==> config.mk <==
export PLATFORM = sky130hd
export DESIGN_NAME = flsu_security
export DESIGN_NICKNAME = d
export VERILOG_FILES = /design/src/common/flsu_pkg.sv /design/src/flsu_security.sv /design/src/flsu_cfg_loader.sv
export VERILOG_INCLUDE_DIRS = /design/src /design/src/common
export SDC_FILE = /design/constraint.sdc
export NUM_CORES = 1
export LEC_CHECK = 0
export BUFFER_PORTS_ARGS = -buffer_cell sky130_fd_sc_hd__buf_4
export CORE_ASPECT_RATIO = 0.8
export CORE_UTILIZATION = 55
export CTS_CLUSTER_DIAMETER = 80
export CTS_CLUSTER_SIZE = 12
export DETAILED_ROUTE_END_ITERATION = 10
export GPL_TIMING_DRIVEN = 0
export PLACE_DENSITY = 0.82
export SYNTH_ARGS = -nofsm -noshare
export SYNTH_HDL_FRONTEND = slang
export SYNTH_SLANG_ARGS = --single-unit
==> constraint.sdc <==
create_clock -name clk -period 9.29 [get_ports clk]
set_clock_uncertainty 0.2 [all_clocks]
set_input_delay 2.787 -clock clk [delete_from_list [all_inputs] [get_ports clk]]
set_output_delay 2.787 -clock clk [all_outputs]
set_load 0.02 [all_outputs]
==> src/common/flsu_defs.svh <==
// Constants of the flash security and housekeeping block.
// Included by the design files; holds defines only.
`ifndef FLSU_DEFS_SVH
`define FLSU_DEFS_SVH

// Configuration field locations (byte addresses in the flash map)
`define FLSU_KEY_BASE 16'hff00
`define FLSU_KEY_LAST 16'hff07
`define FLSU_PROT_WORD 16'hff0c
`define FLSU_SEC_WORD 16'hff0e
`define FLSU_SEC_BYTE 16'hff0f

// Layout of the security/options byte
`define FLSU_KEY_EN_HI 7
`define FLSU_KEY_EN_LO 6
`define FLSU_SEC_HI 1
`define FLSU_SEC_LO 0

// Encodings
`define FLSU_KEY_EN_ON 2'h2
`define FLSU_SEC_UNSECURE 2'h2
`define FLSU_KEY_BAD_LO 16'h0000
`define FLSU_KEY_BAD_HI 16'hffff
`define FLSU_READ_INVALID 16'hffff

// Reset values
`define FLSU_SEC_RST 8'hff
`define FLSU_PROT_RST 8'hff
`define FLSU_KEY_RST 16'hffff

// Loader sequence: four key words, protection word, security word
`define FLSU_LOAD_STEPS 3'h6

`endif

==> src/common/flsu_pkg.sv <==
// Types shared by the flash security block.
// Assumes flsu_defs.svh is on the include path.
`default_nettype none
package flsu_pkg;
  typedef enum logic [5:0] {
    SEC_LOAD  = 6'h01,
    SEC_IDLE  = 6'h02,
    SEC_ARMED = 6'h04,
    SEC_FULL  = 6'h08,
    SEC_OPEN  = 6'h10,
    SEC_LOCK  = 6'h20
  } flsu_sec_state_t;
endpackage

`default_nettype wire

==> src/flsu_security.sv <==
// Flash security and housekeeping: reset load, backdoor key unlock,
// read blanking, command abort on reset and interrupt request.
// Assumes all inputs come from logic on clk; the array read port has one
// cycle of latency and is owned by the loader while the processor is held.
`timescale 1ns/1ps
`default_nettype none
`include "flsu_defs.svh"

// How it works
// - Security derived from stored byte after reset
// - Stored secure byte means secure after reset
// - Key mode writes to key window compare, never launch commands
// - Key access set makes array reads invalid
// - Four matches then key access clear unsecure, field forced to 1:0
// - Bad word, order, count or clear locks
// - Lock keeps chip secured until reset
// - Unlock leaves key and security byte unchanged
// - Key sequence never touches protection register
// - No unlock from debug in special single chip
// - Processor held while configuration loads
// - Reset aborts any running program or erase
// - Interrupt from enabled flags, globally maskable
// - Complete flag sets unless command buffered
module flsu_security (
  input wire logic clk,
  input wire logic rst,
  // Array read port, shared between loader and processor reads
  output logic arr_rd_en_q,
  output logic [15:0] arr_rd_addr_q,
  input wire logic [15:0] arr_rd_data,
  output logic cpu_hold_q,
  // Processor write and read on the flash address space
  input wire logic cpu_wr,
  input wire logic [15:0] cpu_addr,
  input wire logic [15:0] cpu_wdata,
  input wire logic cpu_rd,
  output logic [15:0] cpu_rd_data_q,
  output logic array_wr_pass_q,
  // Configuration and mode
  input wire logic key_access_bit,
  input wire logic debug_halt_mode,
  input wire logic special_single_chip,
  // Security and protection results
  output logic [7:0] security_reg_q,
  output logic [1:0] security_state_field_q,
  output logic [1:0] key_enable_field_q,
  output logic [7:0] protection_reg_q,
  output logic secured_q,
  output logic key_locked_q,
  // Command engine housekeeping
  output logic cmd_abort_q,
  input wire logic cmd_launch,
  input wire logic cmd_done,
  input wire logic cmd_buffered,
  input wire logic buffer_empty_flag,
  input wire logic buffer_empty_irq_en,
  input wire logic command_complete_irq_en,
  input wire logic cpu_irq_mask,
  output logic command_complete_flag_q,
  output logic irq_q
);
  logic [15:0] key_word [4];
  logic [7:0] prot_byte, sec_byte;
  logic load_done;
  logic [15:0] rd_data_d;
  logic wr_pass_d;
  logic [7:0] sec_reg_d;
  logic [7:0] prot_reg_d;
  logic secured_d, locked_d, hold_d, abort_d;
  logic cc_flag_d, irq_d;
  flsu_pkg::flsu_sec_state_t st_q, st_d;
  logic [1:0] idx_q, idx_d;
  logic key_mode, key_hit, word_ok;

  flsu_cfg_loader u_loader (
    .clk(clk),
    .rst(rst),
    .arr_rd_en_q(arr_rd_en_q),
    .arr_rd_addr_q(arr_rd_addr_q),
    .arr_rd_data(arr_rd_data),
    .key_word(key_word),
    .prot_byte_q(prot_byte),
    .sec_byte_q(sec_byte),
    .done_q(load_done)
  );

  // Address falls in the backdoor key window
  function automatic logic in_key_window(input logic [15:0] a);
    in_key_window = (a >= `FLSU_KEY_BASE) && (a <= `FLSU_KEY_LAST);
  endfunction

  // Security field encodes the unsecure state
  function automatic logic is_unsecure(input logic [7:0] b);
    is_unsecure = (b[`FLSU_SEC_HI:`FLSU_SEC_LO] == `FLSU_SEC_UNSECURE);
  endfunction

  // Key compare mode uses the loaded enable field, not the forced copy
  assign key_mode = (sec_byte[`FLSU_KEY_EN_HI:`FLSU_KEY_EN_LO] == `FLSU_KEY_EN_ON)
                    && key_access_bit;
  assign key_hit = cpu_wr && key_mode && in_key_window(cpu_addr);
  // A word is good only at the expected aligned slot, legal and matching
  assign word_ok = !cpu_addr[0] && (cpu_addr[2:1] == idx_q)
                   && (cpu_wdata != `FLSU_KEY_BAD_LO) && (cpu_wdata != `FLSU_KEY_BAD_HI)
                   && (cpu_wdata == key_word[idx_q]);

  // Backdoor key state machine
  always_comb begin
    st_d = st_q;
    idx_d = idx_q;
    case (st_q)
      flsu_pkg::SEC_LOAD: begin
        if (load_done) begin
          st_d = flsu_pkg::SEC_IDLE;
        end
      end
      flsu_pkg::SEC_IDLE, flsu_pkg::SEC_OPEN: begin
        idx_d = 2'h0;
        if (key_hit) begin
          // A wrong first word locks straight away
          st_d = word_ok ? flsu_pkg::SEC_ARMED : flsu_pkg::SEC_LOCK;
          idx_d = 2'h1;
        end
      end
      flsu_pkg::SEC_ARMED: begin
        if (!key_access_bit) begin
          st_d = flsu_pkg::SEC_LOCK;
        end else if (key_hit) begin
          if (!word_ok) begin
            st_d = flsu_pkg::SEC_LOCK;
          end else if (idx_q == 2'h3) begin
            st_d = flsu_pkg::SEC_FULL;
          end else begin
            idx_d = idx_q + 2'h1;
          end
        end
      end
      flsu_pkg::SEC_FULL: begin
        if (key_hit) begin
          st_d = flsu_pkg::SEC_LOCK;
        end else if (!key_access_bit) begin
          // Decision waits for the clear; debug in single chip is refused
          st_d = (debug_halt_mode && special_single_chip) ?
                 flsu_pkg::SEC_LOCK : flsu_pkg::SEC_OPEN;
        end
      end
      flsu_pkg::SEC_LOCK: begin
        st_d = flsu_pkg::SEC_LOCK;
      end
      default: begin
        st_d = flsu_pkg::SEC_LOCK;
      end
    endcase
  end

  always_ff @(posedge clk or posedge rst) begin
    if (rst) begin
      st_q <= flsu_pkg::SEC_LOAD;
      idx_q <= 2'h0;
    end else begin
      st_q <= st_d;
      idx_q <= idx_d;
    end
  end

  // Security, protection and hold outputs
  always_comb begin
    // Stored byte governs until an unlock; the stored byte itself never changes
    sec_reg_d = sec_byte;
    if (st_d == flsu_pkg::SEC_OPEN) begin
      sec_reg_d[`FLSU_SEC_HI:`FLSU_SEC_LO] = `FLSU_SEC_UNSECURE;
    end
    // Protection comes only from the array, never from the key machine
    prot_reg_d = prot_byte;
    secured_d = !is_unsecure(sec_reg_d) || (st_d == flsu_pkg::SEC_LOAD);
    locked_d = (st_d == flsu_pkg::SEC_LOCK);
    hold_d = !load_done;
    // Command engine stays aborted through reset and the load
    abort_d = !load_done;
  end

  // Read blanking, write routing, completion flag and interrupt
  always_comb begin
    rd_data_d = cpu_rd_data_q;
    if (cpu_rd) begin
      rd_data_d = key_access_bit ? `FLSU_READ_INVALID : arr_rd_data;
    end
    // Array writes go to the command logic once the load is done, unless they hit the key window in key compare mode
    wr_pass_d = cpu_wr && !key_hit && load_done;
    cc_flag_d = command_complete_flag_q;
    if (cmd_launch) begin
      cc_flag_d = 1'b0;
    end
    // Setting wins over a launch in the same cycle
    if (cmd_done && !cmd_buffered) begin
      cc_flag_d = 1'b1;
    end
    irq_d = ((buffer_empty_flag && buffer_empty_irq_en)
             || (command_complete_flag_q && command_complete_irq_en))
            && !cpu_irq_mask;
  end

  always_ff @(posedge clk or posedge rst) begin
    if (rst) begin
      security_reg_q <= `FLSU_SEC_RST;
      security_state_field_q <= 2'h3;
      key_enable_field_q <= 2'h3;
      protection_reg_q <= `FLSU_PROT_RST;
      secured_q <= 1'b1;
      key_locked_q <= 1'b0;
      cpu_hold_q <= 1'b1;
      cmd_abort_q <= 1'b1;
      cpu_rd_data_q <= `FLSU_READ_INVALID;
      array_wr_pass_q <= 1'b0;
      command_complete_flag_q <= 1'b1;
      irq_q <= 1'b0;
    end else begin
      security_reg_q <= sec_reg_d;
      security_state_field_q <= sec_reg_d[`FLSU_SEC_HI:`FLSU_SEC_LO];
      key_enable_field_q <= sec_reg_d[`FLSU_KEY_EN_HI:`FLSU_KEY_EN_LO];
      protection_reg_q <= prot_reg_d;
      secured_q <= secured_d;
      key_locked_q <= locked_d;
      cpu_hold_q <= hold_d;
      cmd_abort_q <= abort_d;
      cpu_rd_data_q <= rd_data_d;
      array_wr_pass_q <= wr_pass_d;
      command_complete_flag_q <= cc_flag_d;
      irq_q <= irq_d;
    end
  end
endmodule // flsu_security

`default_nettype wire

==> src/flsu_cfg_loader.sv <==
// Reset-time loader: reads the configuration field out of the array.
// Assumes an array read port returning data one clock after the request.
`timescale 1ns/1ps
`default_nettype none
`include "flsu_defs.svh"

module flsu_cfg_loader (
  input wire logic clk,
  input wire logic rst,
  output logic arr_rd_en_q,
  output logic [15:0] arr_rd_addr_q,
  input wire logic [15:0] arr_rd_data,
  output logic [15:0] key_word [4],
  output logic [7:0] prot_byte_q,
  output logic [7:0] sec_byte_q,
  output logic done_q
);
  logic [2:0] step_q, step_d;
  logic [15:0] key_q [4];
  logic [15:0] key_d [4];
  logic [7:0] prot_d, sec_d;
  logic rd_en_d, done_d;
  logic [15:0] rd_addr_d;

  // Step number to word address of the configuration field
  function automatic logic [15:0] step_addr(input logic [2:0] s);
    case (s)
      3'h4: step_addr = `FLSU_PROT_WORD;
      3'h5: step_addr = `FLSU_SEC_WORD;
      default: step_addr = `FLSU_KEY_BASE + {13'h0000, s[1:0], 1'b0};
    endcase
  endfunction

  always_comb begin
    step_d = step_q;
    key_d = key_q;
    prot_d = prot_byte_q;
    sec_d = sec_byte_q;
    rd_en_d = 1'b0;
    rd_addr_d = arr_rd_addr_q;
    done_d = done_q;
    if (!done_q) begin
      if (step_q < `FLSU_LOAD_STEPS) begin
        rd_en_d = 1'b1;
        rd_addr_d = step_addr(step_q);
      end
      if (arr_rd_en_q) begin
        // Data for the previous step arrives now; the odd bytes are the low lanes
        case (step_q - 3'h1)
          3'h4: prot_d = arr_rd_data[7:0];
          3'h5: sec_d = arr_rd_data[7:0];
          default: key_d[2'(step_q - 3'h1)] = arr_rd_data;
        endcase
      end
      if (step_q == `FLSU_LOAD_STEPS) begin
        done_d = 1'b1;
      end else begin
        step_d = step_q + 3'h1;
      end
    end
  end

  always_ff @(posedge clk or posedge rst) begin
    if (rst) begin
      step_q <= 3'h0;
      for (int i = 0; i < 4; i++) key_q[i] <= `FLSU_KEY_RST;
      prot_byte_q <= `FLSU_PROT_RST;
      sec_byte_q <= `FLSU_SEC_RST;
      arr_rd_en_q <= 1'b0;
      arr_rd_addr_q <= 16'h0000;
      done_q <= 1'b0;
    end else begin
      step_q <= step_d;
      key_q <= key_d;
      prot_byte_q <= prot_d;
      sec_byte_q <= sec_d;
      arr_rd_en_q <= rd_en_d;
      arr_rd_addr_q <= rd_addr_d;
      done_q <= done_d;
    end
  end

  assign key_word = key_q;
endmodule // flsu_cfg_loader

`default_nettype wire

==> summary.txt <==
Status
  – Status: completed

Placement
  – Routability congestion estimate from global placement: 0.887
  – Post-place setup slack: 4.35 ns
  – Final HPWL from detailed placement: 9.75 mm
  – I/O Buffers: 116

Drt
  – Final wirelength: 13.8 mm
  – First DRT Iteration DRCs: 265
  – Detailed-route vias per instance: 5.47
  – Count of nets left with antenna violations after detail routing: 0
  – DRC violations left: 0
  – 1st-pass router iterations: 4
  – Average wire per cell in the routed design: 18.6 um
  – Via Count: 4060

Timing
  – Actual transition at the worst max-transition pin: 0.749 ns
  – Hold Vio Cnt, Final: 0
  – Setup ws final: 4.75 ns
  – Slew margin rel.: 0.499
  – Final critical delay including setup and external delays: 4.54 ns
  – Total count of max-transition violations in the final report: 0
  – Post-route setup TNS: 0 ns
  – Highest achievable clock rate: 220 MHz
  – Total of endpoints with negative setup slack in the final report: 0
  – Period Utilization, post-route: 0.488
  – RSZ-0062 raised after global routing: false

Synthesis
  – Syn. warnings: 0
  – Proportion of register bits with asynchronous set or reset after synthesis: 1.00
  – Share of the synthesized area in the top cell type: 0.500
  – Most instantiated cells after synthesis: sky130_fd_sc_hd__dfstp_2, sky130_fd_sc_hd__mux2_2, sky130_fd_sc_hd__nor2_1
  – Share of the yosys chip area belonging to registers: 0.578
  – Netlist area before placement: 0.00609 sq mm
  – Post-synth EDFFs: 0
  – Cell with the most instances after synthesis: sky130_fd_sc_hd__dfstp_2
  – Post-synthesis average cell area: 13.6 sq um
  – Dominant synthesized flop cell: sky130_fd_sc_hd__dfstp_2
  – Cell taking the most area after synthesis: sky130_fd_sc_hd__dfstp_2
  – Gate count of the mapped netlist: 449
  – Count of distinct cell types in the synthesized netlist: 42
  – Synth top area cells: sky130_fd_sc_hd__dfstp_2, sky130_fd_sc_hd__mux2_2, sky130_fd_sc_hd__dfrtp_1, sky130_fd_sc_hd__mux4_2, sky130_fd_sc_hd__nor2_1
  – Number of synthesized register bits: 135

Worst setup path
  – Critical Path Sink Type: register
  – Worst EP required: 9.39 ns
  – Beginning of the worst register-to-register path: u_loader.step_q[1]
  – Critical Path Start: cpu_addr[7]
  – Nature of the critical path startpoint: input port
  – Worst Path Arrival: 4.63 ns
  – Classification of the worst setup path: input port to register
  – Largest driver fanout on the critical path: 2

Global routing
  – Initial antenna violation count: 0
  – Largest net degree at the start of global routing: 110
  – Total overflow reported by the global router: 0
  – Wire length of the first global-routing pass: 22.0 mm
  – GRT Resource Usage Total: 0.261
  – Vias in the first global route: 4206

Die
  – Effective utilization at floorplan: 0.579
  – Chip Width: 120 um
  – Area of the placeable core: 0.0105 sq mm
  – Floorplan row count: 33
  – Top-level I/O count: 122
  – Die span in y: 96.2 um
  – Floorplan die area: 0.0115 sq mm

Final layout
  – Fill cells: 712
  – Register area: 0.00352 sq mm
  – Final core utilization: 0.740
  – Number of antenna diodes: 0
  – NumNets Final: 659
  – Layout cells sized above 1: 0.650
  – Layout overhead on the synthesized area: 27.8%
  – Area taken by multi-input logic gates: 0.00237 sq mm

Power and ir drop
  – Peak VDD IR: 142 uV
  – Cell area power density: 187 mW/mm^2
  – Standby leakage power: 3.22 nW

Clock tree
  – Inserted Clock Buffers: 17
  – Max Root-Sink Buffers: 2
  – Cells resized by post-CTS repair: 0
  – H-tree levels: 4
  – Clk_lat worst skew: 0.41 ns
  – Hold Buf Count CTS: 0
  – Setup Fix Bufs, Post-CTS: 0
  – Clock sink count: 135
  – Clock transition at the registers of the reported paths: 0.06 ns
  – Clock tree from TritonCTS: done
  – CTS root buf: sky130_fd_sc_hd__clkbuf_16

Min path
  – Classification of the worst-slack hold path: register to register
  – Beginning of the worst hold path: u_loader.prot_byte_q[0]

Run
  – Number of max-capacitance violations reported: 0
## through the flow
step                      hold WS [ns]  power, mW  std cells  instance area (sq um)
final                            0.164       1.45        742                   7790
after global routing             0.166       1.50        742                   7790
after CTS                        0.164       1.46        742                   7790
after detailed placement         0.156      0.789        710                   7190
after global placement           0.154      0.782        709                   7160
after floorplan                  0.152      0.725        453                   6110
## power breakdown
part           internal, mW  switching (mW)  total (mW)  leakage [nW]
clock                 0.428           0.243       0.671         0.286
sequential            0.638          0.0146       0.653          1.42
combinational        0.0629          0.0657       0.129          1.51
## critical path, cell delays in order
cell	delay [ns]
sky130_fd_sc_hd__buf_4	0.10
sky130_fd_sc_hd__or4_1	0.52
sky130_fd_sc_hd__nor4_1	0.17
sky130_fd_sc_hd__nor4bb_1	0.35
sky130_fd_sc_hd__nor3b_2	0.26
sky130_fd_sc_hd__nand3_2	0.13
sky130_fd_sc_hd__mux2_4	0.31
## cell usage in the layout, fill, tap and decap left out, types with 16 or more instances in the layout
| cell type | instances |
|---|---|
| sky130_fd_sc_hd__a21oi_1 | 25 |
| sky130_fd_sc_hd__dfrtp_1 | 19 |
| sky130_fd_sc_hd__mux2_2 | 80 |
| sky130_fd_sc_hd__nor2_1 | 44 |
| sky130_fd_sc_hd__clkbuf_16 | 17 |
| sky130_fd_sc_hd__nand2_1 | 19 |
| sky130_fd_sc_hd__dfstp_2 | 116 |
| sky130_fd_sc_hd__mux4_2 | 16 |
| sky130_fd_sc_hd__buf_4 | 134 |
| sky130_fd_sc_hd__xnor2_1 | 17 |
## final timing paths
| kind | to | slack [ns] | cells after the start |
|---|---|---|---|
| max in group asynchronous | u_loader.key_word[41] | 5.97 | 3 |
| worst min register to register | protection_reg_q[0] | 0.16 | 0 |
| worst max register to register | u_loader.key_word[8] | 6.09 | 9 |
| worst min-delay path | protection_reg_q[0] | 0.16 | 0 |
| min in group asynchronous | u_loader.sec_byte_q[4] | 2.36 | 2 |
| worst max-delay path | idx_q[0] | 4.75 | 7 |
## flip-flops by register name, indices dropped and copies added (netlist names), 2 cells and up
name                    cells
idx_q                       2
protection_reg_q            8
u_loader.sec_byte_q         8
u_loader.step_q             3
u_loader.prot_byte_q        8
cpu_rd_data_q              16
u_loader.key_word          64
st_q                        6
key_enable_field_q          2
security_reg_q              5
u_loader.arr_rd_addr_q      4
## cell families after synthesis
logic type | after synthesis | share of synthesized area
flops | 135 | 0.578
compound gates | 39 | 0.0372
xor+xnor | 21 | 0.0302
simple gates | 108 | 0.0905
buf+inv | 39 | 0.0359
mux | 98 | 0.211
other cells | 1 | 0.000615
fa+ha+maj | 8 | 0.0164
## routing by layer
metal  global-route usage  vias up  routed length [um]
met5                    0        -                   0
met1                0.335     2046                5820
met3               0.0741       10                1040
met4               0.0813        0                 108
met2                0.434      145                6800
li1                     -     1859                   -
## layout make-up
cell class,instances,share of cell area
Sequential cell,135,0.453
Multi-Input combinational cell,279,0.304
Timing Repair Buffer,117,0.115
Clock buffer,20,0.0574
Buffer,32,0.0247
Tap cell,140,0.0225
Clock inverter,12,0.0194
Inverter,7,0.00402
Note: power is estimated with default switching activity, not from simulation.
